### config.mk
export PLATFORM = sky130hd
export DESIGN_NAME = plc_timer_counter_cell
export DESIGN_NICKNAME = d
export VERILOG_FILES = /design/src/tc_pkg.sv /design/src/tc_bcd_reg.sv /design/src/plc_timer_counter_cell.sv
export SDC_FILE = /design/constraint.sdc
export NUM_CORES = 1
export LEC_CHECK = 0
export BUFFER_PORTS_ARGS = -buffer_cell sky130_fd_sc_hd__buf_4
export CAP_MARGIN = 5
export CORE_MARGIN = 2
export CORE_UTILIZATION = 39
export DETAILED_ROUTE_END_ITERATION = 10
export GPL_TIMING_DRIVEN = 0
export PLACE_DENSITY = 0.56
export SLEW_MARGIN = 30
export SYNTH_ARGS = -nofsm -noshare
export SYNTH_HDL_FRONTEND = slang
export SYNTH_SLANG_ARGS = --single-unit
### constraint.sdc
create_clock -name clk -period 9.3 [get_ports clk]
set_clock_uncertainty 0.15 [all_clocks]
set_input_delay 1.395 -clock clk [delete_from_list [all_inputs] [get_ports clk]]
set_output_delay 1.395 -clock clk [all_outputs]
set_load 0.03 [all_outputs]
### src/tc_pkg.sv
package tc_pkg;

  // timer modes
  typedef enum logic [2:0] {
    mode_pulse,
    mode_ext_pulse,
    mode_on_delay,
    mode_stored_on_delay,
    mode_off_delay
  } timer_mode_t;

  // timer constant: three bcd digits plus a two-bit base code
  typedef struct packed {
    logic [1:0]  base;
    logic [11:0] value;
  } timer_constant_t;

  // per-scan inputs from the user program
  typedef struct packed {
    logic logic_result_bit;
    logic timer_reset;
    logic counter_set;
    logic counter_reset;
    logic increment_input;
    logic decrement_input;
    logic latch_set;
    logic latch_reset;
    logic shot_input;
  } scan_in_t;

  localparam int          VALUE_W       = 10;
  localparam int          BCD_W         = 12;
  localparam int          NUM_CELLS     = 256;
  localparam int          CELL_ADDR_W   = 8;
  localparam logic [9:0]  COUNT_MAX     = 10'h3E7;
  localparam logic [9:0]  VALUE_ZERO    = 10'h000;
  localparam logic [1:0]  BASE_10MS     = 2'h0;
  localparam logic [1:0]  BASE_100MS    = 2'h1;
  localparam logic [1:0]  BASE_1S       = 2'h2;
  localparam logic [1:0]  BASE_10S      = 2'h3;
  localparam logic [3:0]  BCD_NINE      = 4'h9;

endpackage

### src/tc_bcd_reg.sv
`timescale 1ns/1ps
`default_nettype none
// registered binary to bcd conversion of a 0..999 value
module tc_bcd_reg (
  input  wire logic         clk,
  input  wire logic         resetn,
  input  wire logic         ce,
  input  wire logic [9:0]   bin,
  output var  logic [11:0]  bcd
);
  import tc_pkg::*;

  logic [11:0] bcd_d;
  logic [11:0] bcd_q;

  always_comb begin
    bcd_d = 12'h000;
    for (int i = 9; i >= 0; i--) begin
      if (bcd_d[3:0] > 4'h4) bcd_d[3:0] = bcd_d[3:0] + 4'h3;
      if (bcd_d[7:4] > 4'h4) bcd_d[7:4] = bcd_d[7:4] + 4'h3;
      if (bcd_d[11:8] > 4'h4) bcd_d[11:8] = bcd_d[11:8] + 4'h3;
      bcd_d = {bcd_d[10:0], bin[i]};
    end
  end

  always_ff @(posedge clk or negedge resetn) begin
    if (!resetn) begin
      bcd_q <= 12'h000;
    end else if (ce) begin
      bcd_q <= bcd_d;
    end
  end

  assign bcd = bcd_q;

endmodule
`default_nettype wire

### src/plc_timer_counter_cell.sv
`timescale 1ns/1ps
`default_nettype none
module plc_timer_counter_cell #(
  parameter logic [7:0] CELL_NUMBER = 8'h00
) (
  input  wire logic                     clk,
  input  wire logic                     resetn,
  input  wire logic                     ce,
  input  wire logic                     scan_strobe,
  input  wire logic                     tick_10ms,
  input  wire logic                     tick_100ms,
  input  wire logic                     tick_1s,
  input  wire logic                     tick_10s,
  input  wire tc_pkg::timer_mode_t      mode,
  input  wire tc_pkg::timer_constant_t  timer_constant,
  input  wire logic [11:0]              counter_preset,
  input  wire tc_pkg::scan_in_t         scan_in,
  output var  logic                     timer_status,
  output var  logic [9:0]               raw_value_out,
  output var  logic [13:0]              bcd_value_out,
  output var  logic                     counter_status,
  output var  logic [9:0]               count_raw_out,
  output var  logic [11:0]              count_bcd_out,
  output var  logic                     latch_out,
  output var  logic                     shot_pulse
);
  import tc_pkg::*;

  ////////////////////////////////////////////////////////////////////////
  // bcd to binary, 0..999
  // worked at 12 bits so a bad digit above 999 saturates instead of wrapping
  function automatic logic [9:0] bcd2bin(input logic [11:0] b);
    logic [11:0] s;
    s = 12'({8'h00, b[11:8]} * 12'h064 + {8'h00, b[7:4]} * 12'h00A + {8'h00, b[3:0]});
    bcd2bin = (s > 12'h3E7) ? COUNT_MAX : s[9:0];
  endfunction

  ////////////////////////////////////////////////////////////////////////
  // timer
  logic [9:0]  tval_q, tval_d;
  logic        run_q, run_d;
  logic        done_q, done_d;
  logic        edge_q, edge_d;
  logic [1:0]  base_q, base_d;
  logic        tstat_q, tstat_d;
  logic        tick;
  logic        lrb;

  assign lrb = scan_in.logic_result_bit;

  always_comb begin
    unique case (base_q)
      BASE_10MS:  tick = tick_10ms;
      BASE_100MS: tick = tick_100ms;
      BASE_1S:    tick = tick_1s;
      BASE_10S:   tick = tick_10s;
    endcase
  end

  always_comb begin
    logic start;
    start  = 1'b0;
    tval_d = tval_q;
    run_d  = run_q;
    done_d = done_q;
    edge_d = edge_q;
    base_d = base_q;
    // the first tick may come right after a start, so a time can run up to a whole base tick short; short bases are the precise ones
    if (run_q && tick) begin
      if (tval_q <= 10'h001) begin
        tval_d = VALUE_ZERO;
        run_d  = 1'b0;
        done_d = 1'b1;
      end else begin
        tval_d = tval_q - 10'h001;
      end
    end
    if (scan_strobe) begin
      edge_d = lrb;
      unique case (mode)
        mode_off_delay: start = edge_q && !lrb;
        default:        start = lrb && !edge_q;
      endcase
      if (start) begin
        tval_d = bcd2bin(timer_constant.value);
        base_d = timer_constant.base;
        run_d  = (bcd2bin(timer_constant.value) != VALUE_ZERO);
        done_d = (bcd2bin(timer_constant.value) == VALUE_ZERO);
      end
      if (!lrb && (mode == mode_pulse || mode == mode_on_delay)) begin
        tval_d = VALUE_ZERO;
        run_d  = 1'b0;
        done_d = 1'b0;
      end
      if (lrb && mode == mode_off_delay) begin
        tval_d = VALUE_ZERO;
        run_d  = 1'b0;
        done_d = 1'b0;
      end
      if (scan_in.timer_reset) begin
        tval_d = VALUE_ZERO;
        run_d  = 1'b0;
        done_d = 1'b0;
      end
    end
    unique case (mode)
      mode_pulse, mode_ext_pulse: tstat_d = run_d;
      mode_on_delay:              tstat_d = done_d && (scan_strobe ? lrb : edge_q);
      mode_stored_on_delay:       tstat_d = done_d;
      mode_off_delay:             tstat_d = run_d || (scan_strobe ? lrb : edge_q);
      default:                    tstat_d = 1'b0;
    endcase
  end

  always_ff @(posedge clk or negedge resetn) begin
    if (!resetn) begin
      tval_q  <= VALUE_ZERO;
      run_q   <= 1'b0;
      done_q  <= 1'b0;
      edge_q  <= 1'b0;
      base_q  <= BASE_10MS;
      tstat_q <= 1'b0;
    end else if (ce) begin
      tval_q  <= tval_d;
      run_q   <= run_d;
      done_q  <= done_d;
      edge_q  <= edge_d;
      base_q  <= base_d;
      tstat_q <= tstat_d;
    end
  end

  ////////////////////////////////////////////////////////////////////////
  // counter; edge flags live beside the count as in a counter word
  logic [9:0] cnt_q, cnt_d;
  logic       set_edge_q, set_edge_d;
  logic       up_edge_q, up_edge_d;
  logic       dn_edge_q, dn_edge_d;

  always_comb begin
    cnt_d      = cnt_q;
    set_edge_d = set_edge_q;
    up_edge_d  = up_edge_q;
    dn_edge_d  = dn_edge_q;
    if (scan_strobe) begin
      set_edge_d = scan_in.counter_set;
      up_edge_d  = scan_in.increment_input;
      dn_edge_d  = scan_in.decrement_input;
      if (scan_in.increment_input && !up_edge_q && cnt_q < COUNT_MAX) begin
        cnt_d = cnt_q + 10'h001;
      end
      if (scan_in.decrement_input && !dn_edge_q && cnt_d > VALUE_ZERO) begin
        cnt_d = cnt_d - 10'h001;
      end
      if (scan_in.counter_set && !set_edge_q) begin
        cnt_d = bcd2bin(counter_preset);
        if (bcd2bin(counter_preset) > COUNT_MAX) cnt_d = COUNT_MAX;
      end
      if (scan_in.counter_reset) begin
        cnt_d = VALUE_ZERO;
      end
    end
  end

  always_ff @(posedge clk or negedge resetn) begin
    if (!resetn) begin
      cnt_q      <= VALUE_ZERO;
      set_edge_q <= 1'b0;
      up_edge_q  <= 1'b0;
      dn_edge_q  <= 1'b0;
    end else if (ce) begin
      cnt_q      <= cnt_d;
      set_edge_q <= set_edge_d;
      up_edge_q  <= up_edge_d;
      dn_edge_q  <= dn_edge_d;
    end
  end

  ////////////////////////////////////////////////////////////////////////
  // latch and one-shot
  logic latch_q, latch_d;
  logic shot_edge_q, shot_edge_d;
  logic shot_q, shot_d;

  always_comb begin
    latch_d     = latch_q;
    shot_edge_d = shot_edge_q;
    shot_d      = shot_q;
    if (scan_strobe) begin
      if (scan_in.latch_set) latch_d = 1'b1;
      // reset is evaluated last, so it wins
      if (scan_in.latch_reset) latch_d = 1'b0;
      shot_d      = scan_in.shot_input && !shot_edge_q;
      shot_edge_d = scan_in.shot_input;
    end
  end

  always_ff @(posedge clk or negedge resetn) begin
    if (!resetn) begin
      latch_q     <= 1'b0;
      shot_edge_q <= 1'b0;
      shot_q      <= 1'b0;
    end else if (ce) begin
      latch_q     <= latch_d;
      shot_edge_q <= shot_edge_d;
      shot_q      <= shot_d;
    end
  end

  ////////////////////////////////////////////////////////////////////////
  // outputs
  logic [11:0] tbcd;
  logic [11:0] cbcd;
  logic [1:0]  base_o_q;
  logic [9:0]  traw_q;
  logic [9:0]  craw_q;
  logic        cstat_q;

  tc_bcd_reg u_tbcd (
    .clk    (clk),
    .resetn (resetn),
    .ce     (ce),
    .bin    (tval_q),
    .bcd    (tbcd)
  );

  tc_bcd_reg u_cbcd (
    .clk    (clk),
    .resetn (resetn),
    .ce     (ce),
    .bin    (cnt_q),
    .bcd    (cbcd)
  );

  // raw values delayed one cycle so binary and bcd outputs change together
  always_ff @(posedge clk or negedge resetn) begin
    if (!resetn) begin
      base_o_q <= BASE_10MS;
      traw_q   <= VALUE_ZERO;
      craw_q   <= VALUE_ZERO;
      cstat_q  <= 1'b0;
    end else if (ce) begin
      base_o_q <= base_q;
      traw_q   <= tval_q;
      craw_q   <= cnt_q;
      cstat_q  <= (cnt_q != VALUE_ZERO);
    end
  end

  assign timer_status   = tstat_q;
  assign raw_value_out  = traw_q;
  assign bcd_value_out  = {base_o_q, tbcd};
  assign counter_status = cstat_q;
  assign count_raw_out  = craw_q;
  assign count_bcd_out  = cbcd;
  assign latch_out      = latch_q;
  assign shot_pulse     = shot_q;
endmodule
`default_nettype wire

==> impl_results.md, run 1 <==
- Run status: completed
- Share of the synthesized area in the top cell type: 0.2294
- # diodes: 0
- Clk root buf: clkbuf_16
- Routed WL: around 21,000 µm
- Vias in the first global route: about 7,300
- Setup bufs post-CTS: 0
- Cells resized by post-CTS repair: 0
- Avg WL per Cell: around 15 µm
- # fillers: about 2,100
- Synth area leaders: dfrtp_1 (23%), ha_1 (15%), mux2_2 (6.3%)
- Core area: 21,090 µm²
- Synth cell types: just over 80
- Peak supply drop: 0.0002417 V
- Pin count of the biggest net entering global routing: 78
- Starting Density: 0.3983
- F_max: between 100 and 150 MHz
- Worst reg2reg endpoint: u_tbcd.bcd[8]$_DFFE_PN0P_
- Setup TNS: 0 ns
- Worst path max stage delay: 0.52 ns
- IO buf count: 94
- Placed Cells: 1,339
- Syn-to-layout area delta: 15.97%
- Synth Register Bits: 77
- Max cap viols: 0
- CTS Buffer Depth: 2
- Main synth FF type: dfrtp_1
- RR Startpoint: tval_q[7]$_DFFE_PN0P_
- DRC viols: 0
- Worst hold path startpoint: u_cbcd.bcd[7]$_DFFE_PN0P_
- Die area: ~23,000 µm²
- Warnings, synthesis: 0
- First-pass GRT wire length: around 35,000 µm
- Leak: ~4.5 nW
- Post-synthesis sequential area ratio: 0.2294
- Bufs and invs on worst path: 7
- Number of flops mapped to enable cells by yosys: 0
- Area of the multi-input gates: between 5000 and 6000 µm²
- WHS Path Cells: 1
- DP Worst Slack: roughly 1.6 ns
- Stages on the worst setup path: 32
- Final setup margin: ~1.6 ns
- Worst-skew pair later-pin latency: between 0.3 and 0.4 ns
- Routability congestion estimate: around 0.84
- Unrepaired setup endpoints after global routing: false
- H-tree depth: 3
- DRT iter0 DRCs: 329
- CP required: roughly 9.4 ns
- Reg area: between 1500 and 2000 µm²
- TritonRoute pass-1 iters: 5
- Cell taking the most area after synthesis: dfrtp_1
- Crit path max-delay family: adder cells
- # rows: 53
- Vias: roughly 7,400
- Pwr Density: 411.7 nW/µm²
- Tot GR Track Use: 0.1946
- Final #Nets: ~1,200
- Worst Tran Pin Value: between 0.8 and 0.9 ns
- Gr ovfl total: 0
- I/O pins: 96
- Routed Antenna Nets: 0
- Mapped Nets: between 1,000 and 1,500
- Final number of setup-violating endpoints: 0
- Layout cells sized above 1: 0.1694
- Final hold vios: 0
- Rel. slew slack: 0.4010
- Vias per cell: ~5.4
- Syn_area_per_cell: just under 9 µm²
- Die Width: approximately 150 µm
- WHS Endpoint: u_cbcd.bcd[7]$_DFFE_PN0P_
- Worst-path clk slew: approximately 0.060 ns
- Reg-to-reg setup timing slack: 1.55 ns
- Post-CTS Hold Buffers: 0
- Critical Path Most Common Cell: ha_1
- TritonCTS clock tree: done
- Worst-path maximum fanout: 8
- DP HPWL: between 15,000 and 20,000 µm
- Tcrit/Tclk final: 0.8332
- Mapped cell area: 8399 µm²
- Max Transition Viols Final: 0
- Worst reg-to-reg path cell count: 32
- Type of the worst setup path: register to register
- Type of origin of the critical path: register
- Initial antenna violation count: 0
- Clock sink total: 77
- CP Data Arrival Time: between 7 and 8 ns
- CP max-delay cell: or4_1
- HP Class: register to register
- Top post-synthesis cells by count: ha_1 (104), inv_1 (80), dfrtp_1 (77), nor2_1 (64), nand2_1 (62)
- Layout Cells excl Fill: ~1,400
- Critical Path End Type: register
- Die height: roughly 150 µm
- Crit path time final: about 7.7 ns
- Asr flop ratio synth: 1.000
- Most frequent cell after synthesis: ha_1
- Post-synthesis instance total: 970
- CTS Buf Count: 9
- Total power: ~4 mW
-- kinds of logic after synthesis --
| logic type | share of synthesized area |
|---|---|
| AND/OR/NAND/NOR | 0.1710 |
| AO/OA/AOI/OAI | 0.2120 |
| buffers and inverters | 0.05690 |
| adder cells (fa/ha/maj) | 0.1788 |
| multiplexers | 0.1029 |
| flip-flops | 0.2294 |
| XOR/XNOR | 0.04901 |
-- stage by stage --
| stage | cell area [µm²] | hold WS, ns | utilization |
|---|---|---|---|
| 6_report | 9741 | 0.3485 | 0.4619 |
| 5_1_grt | 9741 | 0.3710 | 0.4619 |
| 4_1_cts | 9741 | 0.3464 | 0.4619 |
| 3_5_place_dp | 9453 | 0.3317 | 0.4483 |
| 3_3_place_gp | 9449 | 0.3237 | 0.4481 |
| 2_1_floorplan | 8399 | 0.3199 | - |
-- area by class of cell --
class                   instances  area share
multi-input cells             773      0.6154
flip-flops and latches         77      0.1978
repair buffers                 94     0.07283
well taps                     275     0.03532
inverters                      82     0.03160
clock buffers                  10     0.02453
plain buffers                  38     0.01747
clock inverters                 6    0.005010
-- worst register-to-register path: cells and delay by family, from the launching register on --
family / cells / cell delay (ns)
adders and majority gates: 7 / 1.66
DFF: 1 / 0.32
muxes: 3 / 1.02
and+or+nand+nor: 8 / 1.65
xor gates and xnor gates: 2 / 0.44
AOI/OAI and AO/OA: 5 / 1.63
buffers and inverters: 7 / 0.83
-- routing by layer --
metal | vias up | global-route usage | wire, µm
met2 | 112 | 0.3525 | 10590
met1 | 3512 | 0.2386 | 9455
met4 | 0 | 0.05654 | 350
met3 | 24 | 0.02848 | 606
met5 | - | 0 | 0
li1 | 3732 | - | -
-- layout by cell type (no fill, tap or decap), types with 9 or more instances in the layout --
| master | n |
|---|---|
| o211ai_1 | 11 |
| xnor2_1 | 31 |
| xor2_1 | 16 |
| o31ai_1 | 14 |
| o2111ai_1 | 9 |
| nand2_1 | 62 |
| nand3_1 | 22 |
| or3_1 | 10 |
| nand2b_1 | 15 |
| a31oi_1 | 10 |
| mux2_2 | 47 |
| dfrtp_1 | 77 |
| and2_1 | 17 |
| and3_1 | 10 |
| fa_1 | 10 |
| o21ai_0 | 43 |
| a21oi_1 | 54 |
| nor2_1 | 64 |
| nor3_1 | 20 |
| nor2b_1 | 16 |
| clkbuf_1 | 28 |
| a21o_1 | 16 |
| clkbuf_16 | 9 |
| ha_1 | 104 |
| buf_4 | 95 |
| inv_1 | 80 |
| mux2i_1 | 26 |
-- registers in the layout (all words and copies together) (netlist names), 2 cells and up --
signal,flops
tval_q,10
base_q,2
count_raw_out,10
base_o_q,2
u_tbcd.bcd,11
u_cbcd.bcd,11
raw_value_out,10
cnt_q,10
-- power breakdown --
| part | switching (mW) | total (mW) | internal, mW | leakage (nW) |
|---|---|---|---|---|
| registers | 0.0695 | 0.512 | 0.443 | 0.976 |
| clock network | 0.156 | 0.345 | 0.190 | 0.143 |
| logic | 1.79 | 3.15 | 1.36 | 3.35 |
| total | 2.02 | 4.01 | 1.99 | 4.46 |
-- worst max path at each step --
stage	slack, ns	end	start
4_1_cts	1.55	u_tbcd.bcd[8]$_DFFE_PN0P_	tval_q[7]$_DFFE_PN0P_
2_1_floorplan	2.54	u_tbcd.bcd[8]$_DFFE_PN0P_	tval_q[7]$_DFFE_PN0P_
3_5_place_dp	1.59	u_tbcd.bcd[8]$_DFFE_PN0P_	tval_q[7]$_DFFE_PN0P_
3_3_place_gp	1.61	u_cbcd.bcd[8]$_DFFE_PN0P_	cnt_q[7]$_DFFE_PN0P_
6_report	1.55	u_tbcd.bcd[8]$_DFFE_PN0P_	tval_q[7]$_DFFE_PN0P_
5_1_grt	0.84	u_tbcd.bcd[8]$_DFFE_PN0P_	tval_q[7]$_DFFE_PN0P_
Power figures use the tool's default switching activity.
==> run 2, diff against run 1 <==
clock period = 7.8 ns   (was 9.3 ns; I/O delays follow)
==> run 2 against run 1 <==
Effect of this change:
- combinational power rose by 21%
- total power increased by 21%
- maximum frequency grew 6.8%
- register-to-register slack worse by 1.0 ns
- largest cell class unchanged
==> impl_results.md, run 2 (synthesis gave the netlist of run 1 again) <==
- Cells resized by post-CTS repair: 0 (unchanged)
- Clk root buf: clkbuf_16
- I/O pins: 96 (unchanged)
- Final setup margin: 0.5464 ns (-1.005 ns)
- Post-CTS Hold Buffers: 0 (unchanged)
- DRT iter0 DRCs: 360 (+9.4%)
- Max Transition Viols Final: 0 (unchanged)
- Met3 usage: 0.02848 (unchanged)
- HP Class: register to register
- Core area: 21,090 µm² (unchanged)
- Worst path max stage delay: 0.52 ns (about the same)
- Vias: 7,391 (+0.15%)
- # rows: 53 (unchanged)
- CP Data Arrival Time: 7.39 ns (-0.49 ns)
- Met2 GRT Util: 0.3525 (unchanged)
- CTS Buf Count: 9 (unchanged)
- CP required: 7.94 ns (-1.49 ns)
- Clock sink total: 77 (unchanged)
- Worst Tran Pin Value: 0.8869 ns (-0.003374 ns)
- First-pass GRT wire length: 35,250 µm (unchanged)
- Peak supply drop: 0.0003074 V (+27%)
- Reg-to-reg setup timing slack: 0.55 ns (-1.01 ns)
- Reg area: 1931 µm² (+0.19%)
- TritonCTS clock tree: done
- CP max-delay cell: or4_1
- Critical Path Most Common Cell: ha_1
- Leak: 4.476 nW (+0.27%)
- Initial antenna violation count: 0 (unchanged)
- Pwr Density: 493.7 nW/µm² (+20%)
- GRT met1 Usage: 0.2386 (unchanged)
- Final Util: 0.4652 (+0.003323)
- Final hold vios: 0 (unchanged)
- Pin count of the biggest net entering global routing: 78 (unchanged)
- Worst-path clk slew: 0.07 ns (about the same)
- IO buf count: 94 (unchanged)
- Die Width: 150.8 µm (unchanged)
- Starting Density: 0.3983 (unchanged)
- Type of origin of the critical path: register
- # fillers: 2,110 (+0.33%)
- Placed Cells: 1,339 (unchanged)
- F_max: 137.9 MHz (+6.8%)
- Vias in the first global route: 7,250 (unchanged)
- Routed Antenna Nets: 0 (unchanged)
- Type of the worst setup path: register to register
- Routability congestion estimate: 0.8352 (unchanged)
- Most frequent cells in the layout: ha_1 (103), buf_4 (95), inv_1 (80)
- Hold slack: 0.3485 ns (-0.000008000 ns)
- Setup TNS: 0 ns (unchanged)
- Final #Nets: 1,233 (-0.16%)
- Routed WL: 21,000 µm (about the same)
- Worst-path maximum fanout: 9 (+1)
- TritonRoute pass-1 iters: 7 (+2)
- Total power: 4.844 mW (+21%)
- Crit path time final: 7.254 ns (-0.4947 ns)
- Dpl cell area: 9453 µm² (unchanged)
- Worst reg-to-reg path cell count: 29 (-9.4%)
- DP HPWL: 16,640 µm (unchanged)
- Final number of setup-violating endpoints: 0 (unchanged)
- Tcrit/Tclk final: 0.9300 (+0.09680)
- Final Instance Area: 9811 µm² (+0.72%)
- Tot GR Track Use: 0.1946 (unchanged)
- Avg WL per Cell: 15.52 µm (+0.14%)
- Layout cells sized above 1: 0.1865 (+0.01701)
- DRC viols: 0 (unchanged)
- CTS Buffer Depth: 2 (unchanged)
- Run status: completed
- Rel. slew slack: 0.4033 (+0.002270)
- Die area: 22,730 µm² (unchanged)
- Area of the multi-input gates: 6068 µm² (+1.2%)
- Worst setup path end: u_cbcd.bcd[8]$_DFFE_PN0P_
- Setup bufs post-CTS: 0 (unchanged)
- Critical Path End Type: register
- H-tree depth: 3 (unchanged)
- DP Worst Slack: 0.09271 ns (-1.500 ns)
- Vias per cell: 5.463 (+0.30%)
- Die height: 150.8 µm (unchanged)
- Worst reg2reg endpoint: u_cbcd.bcd[8]$_DFFE_PN0P_
- Worst-skew pair later-pin latency: 0.35 ns (about the same)
- Max cap viols: 0 (unchanged)
- Crit path from: cnt_q[8]$_DFFE_PN0P_
- Gr ovfl total: 0 (unchanged)
- Syn-to-layout area delta: 16.80%
- GRT busiest layer: met2
- Commonest non-fill, non-tap cell in the layout: ha_1
- # diodes: 0 (unchanged)
- RR Startpoint: cnt_q[8]$_DFFE_PN0P_
- Layout Cells excl Fill: 1,353 (-0.15%)
==> run 2: changes by cell type in the layout (fill, tap and decap cells not counted), moves of 3 or more <==
cell | previous run | this run
dfrtp_1 | 77 | 74
dfrtp_2 | 0 | 3
mux2i_1 | 26 | 23
mux2i_2 | 0 | 3
xnor2_1 | 31 | 28
xnor2_2 | 0 | 3
==> run 2: how the worst min path moves through the flow <==
stage | endpoint | slack (ns) | start | cells after the start
3_5_place_dp | shot_pulse$_DFFE_PN0P_ | 0.33 | shot_pulse$_DFFE_PN0P_ | 2
2_1_floorplan | shot_edge_q$_DFFE_PN0P_ | 0.32 | shot_edge_q$_DFFE_PN0P_ | 1
6_report | u_cbcd.bcd[7]$_DFFE_PN0P_ | 0.35 | u_cbcd.bcd[7]$_DFFE_PN0P_ | 1
4_1_cts | shot_pulse$_DFFE_PN0P_ | 0.35 | shot_pulse$_DFFE_PN0P_ | 2
5_1_grt | shot_edge_q$_DFFE_PN0P_ | 0.37 | shot_edge_q$_DFFE_PN0P_ | 1
3_3_place_gp | u_cbcd.bcd[7]$_DFFE_PN0P_ | 0.32 | u_cbcd.bcd[7]$_DFFE_PN0P_ | 1
==> run 2: area by class of cell <==
type | instances | area share
Timing Repair Buffer | 94 | 0.07231
Inverter | 82 | 0.03137
Clock inverter | 6 | 0.004974
Buffer | 36 | 0.01658
Sequential cell | 77 | 0.1968
Multi-Input combinational cell | 773 | 0.6185
Tap cell | 275 | 0.03507
Clock buffer | 10 | 0.02436
==> run 2: per-layer routing <==
metal  share of wire  vias to the layer above
li1                -                     3727
met1            0.45                     3526
met2            0.51                      114
met3           0.030                       24
met4           0.016                        0
met5               0                        -
==> run 2: critical path, delay by kind of cell (launching register included) <==
kind                       cells  cell delay, ns
AOI/OAI and AO/OA              7            1.96
adders and majority gates      7            1.64
and+or+nand+nor                5            1.29
buffers and inverters          6            0.62
xor gates and xnor gates       3            0.59
DFF                            1            0.49
muxes                          1            0.46
==> run 2: power breakdown <==
part	leakage [nW]	switching [mW]	internal, mW	total (mW)
Combinational	3.36	2.16	1.66	3.82
Sequential	0.972	0.0874	0.528	0.616
Clock	0.143	0.185	0.226	0.412
==> run 3, diff against run 2 <==
==> constraint.sdc (replaced) <==
create_clock -name clk -period 7.8 [get_ports clk]
set_clock_uncertainty 0.15 [all_clocks]
set_input_delay 0 -clock clk [delete_from_list [all_inputs] [get_ports clk]]
set_output_delay 0 -clock clk [all_outputs]
set_load 0.03 [all_outputs]
==> run 3 against run 2 <==
Effect of this change:
- utilization grew 0.81 points
- clock-buffer cell count stayed put
- sequential power about the same
- critical path depth did not move
- die area unchanged
- cell area increased by 1.7%
- worst setup slack lost 0.015 ns
- wire length grew 0.70%
- maximum frequency down 0.20%
- register-to-register slack about the same
==> impl_results.md, run 3 (synthesis gave the netlist of run 1 again) <==
- Run status: completed
- Final #Nets: 1,250 (+1.4%)
- Peak supply drop: 0.0003072 V (about the same)
- # diodes: 0 (unchanged)
- First-pass GRT wire length: 35,580 µm (+0.94%)
- CTS Buffer Depth: 2 (unchanged)
- Critical Path End Type: register
- Vias: 7,462 (+0.96%)
- TritonCTS clock tree: done
- Pwr Density: 485.8 nW/µm² (-1.6%)
- I/O pins: 96 (unchanged)
- Critical Path Most Common Cell: ha_1
- F_max: 137.6 MHz (-0.20%)
- Initial antenna violation count: 0 (unchanged)
- Routed WL: 21,150 µm (+0.70%)
- # fillers: 2,097 (-0.62%)
- DP Worst Slack: 0.09271 ns (unchanged)
- Worst path max stage delay: 0.52 ns (about the same)
- Tot GR Track Use: 0.1962 (+0.001627)
- DR top layer: met4
- Final number of setup-violating endpoints: 0 (unchanged)
- DRT iter0 DRCs: 382 (+6.1%)
- Commonest non-fill, non-tap cell in the layout: ha_1
- CP max-delay cell: or4_1
- DP HPWL: 16,640 µm (unchanged)
- H-tree depth: 3 (unchanged)
- Leak: 4.546 nW (+1.6%)
- Final setup margin: 0.5315 ns (-0.01483 ns)
- Vias in the first global route: 7,306 (+0.77%)
- HP Class: input pin to register
- Max Transition Viols Final: 0 (unchanged)
- Setup bufs post-CTS: 0 (unchanged)
- Reg area: 1931 µm² (unchanged)
- TritonRoute pass-1 iters: 6 (-1)
- Area of the multi-input gates: 6068 µm² (unchanged)
- Routed Antenna Nets: 0 (unchanged)
- IO buf count: 94 (unchanged)
- Clock sink total: 77 (unchanged)
- Met2 WL: 10,700 µm (+0.61%)
- Clk root buf: clkbuf_16
- Tcrit/Tclk final: 0.9319 (+0.001901)
- Final hold vios: 0 (unchanged)
- # rows: 53 (unchanged)
- Avg WL per Cell: 15.44 µm (-0.54%)
- Die area: 22,730 µm² (unchanged)
- Type of the worst setup path: register to register
- Die Width: 150.8 µm (unchanged)
- Metal3 WL: 712 µm (+11%)
- Core area: 21,090 µm² (unchanged)
- Layout cells sized above 1: 0.1836 (-0.002895)
- Vias per cell: 5.447 (-0.29%)
- Max cap viols: 0 (unchanged)
- Pin count of the biggest net entering global routing: 78 (unchanged)
- CP required: 7.93 ns (about the same)
- DRC viols: 0 (unchanged)
- Worst-skew pair later-pin latency: 0.35 ns (about the same)
- Bufs and invs on worst path: 6 (unchanged)
- Met1 wire length: 9415 µm (+0.36%)
- Type of origin of the critical path: register
- Worst Tran Pin Value: 0.8934 ns (+0.006482 ns)
- Gr ovfl total: 0 (unchanged)
- Crit path max-delay family: compound AO/OA/AOI/OAI gates
- Starting Density: 0.3983 (unchanged)
- Rel. slew slack: 0.3989 (-0.004361)
- Routability congestion estimate: 0.8352 (unchanged)
- CP Data Arrival Time: 7.40 ns (about the same)
- Crit path time final: 7.268 ns (+0.01483 ns)
- Die height: 150.8 µm (unchanged)
- Total power: 4.849 mW (+0.11%)
- Worst-path maximum fanout: 9 (unchanged)
- Syn-to-layout area delta: 18.83%
- CTS Buf Count: 9 (unchanged)
- Worst-path clk slew: 0.07 ns (about the same)
- Most frequent cells in the layout: ha_1 (103), buf_4 (95), inv_1 (80)
run 3: cell count changes in the layout (fill, tap and decap cells not counted), sizes merged:
| cell | delta |
|---|---|
| dlygate4sd3 | +17 |
run 3: worst paths after layout:
check	slack, ns	cells after the start	endpoint	from
worst min register to register	0.35	2	shot_pulse$_DFFE_PN0P_	shot_pulse$_DFFE_PN0P_
worst max register to register	0.53	29	u_cbcd.bcd[8]$_DFFE_PN0P_	cnt_q[8]$_DFFE_PN0P_
worst max-delay path	0.53	29	u_cbcd.bcd[8]$_DFFE_PN0P_	cnt_q[8]$_DFFE_PN0P_
min in group asynchronous	0.11	2	u_cbcd.bcd[10]$_DFFE_PN0P_	resetn
worst min-delay path	0.02	4	cnt_q[4]$_DFFE_PN0P_	scan_in[5]
max in group asynchronous	6.85	2	tval_q[7]$_DFFE_PN0P_	resetn
run 3: per-layer routing:
metal | up-vias | global-route usage
li1 | 3764 | -
met1 | 3543 | 0.2413
met2 | 131 | 0.3559
met3 | 24 | 0.02848
met4 | 0 | 0.05467
met5 | - | 0
run 3: repair_timing:
item                                    in CTS  in global routing
hold buffers                                17                  0
hold endpoints to repair                    90                  0
endpoints found under the setup margin       0                 16
resized for setup                            0                 19
run 3: worst reg2reg max path, delay by kind of cell (launching register included):
family / cells / cell delay, ns
DFF: 1 / 0.49
adders and majority gates: 7 / 1.65
xor gates and xnor gates: 3 / 0.59
buffers and inverters: 6 / 0.62
AOI/OAI and AO/OA: 7 / 1.96
muxes: 1 / 0.46
and+or+nand+nor: 5 / 1.30
run 3: power by group:
group | internal, mW | switching, mW
Combinational | 1.66 | 2.16
Sequential | 0.528 | 0.0872
Clock | 0.226 | 0.185
Total | 2.42 | 2.43
run 3: layout make-up:
| type | instances | share of cell area |
|---|---|---|
| multi-input combinational | 773 | 0.6080 |
| sequential | 77 | 0.1934 |
| timing repair buffer | 111 | 0.08813 |
| clock inverter | 6 | 0.004889 |
| buffer | 36 | 0.01630 |
| clock buffer | 10 | 0.02394 |
| tap | 275 | 0.03447 |
| inverter | 82 | 0.03084 |
run 3: stage by stage:
step	setup TNS (ns)	hold WS [ns]	util	instances	cell area (µm²)
floorplan	0	-0.4456	-	970	8399
global placement	0	0.02030	0.4481	1339	9449
detailed placement	0	-0.04297	0.4483	1339	9453
CTS	0	0.003884	0.4700	1372	9911
global route	-0.008788	0.07368	0.4733	1370	9981
finish	0	0.01758	0.4733	1370	9981
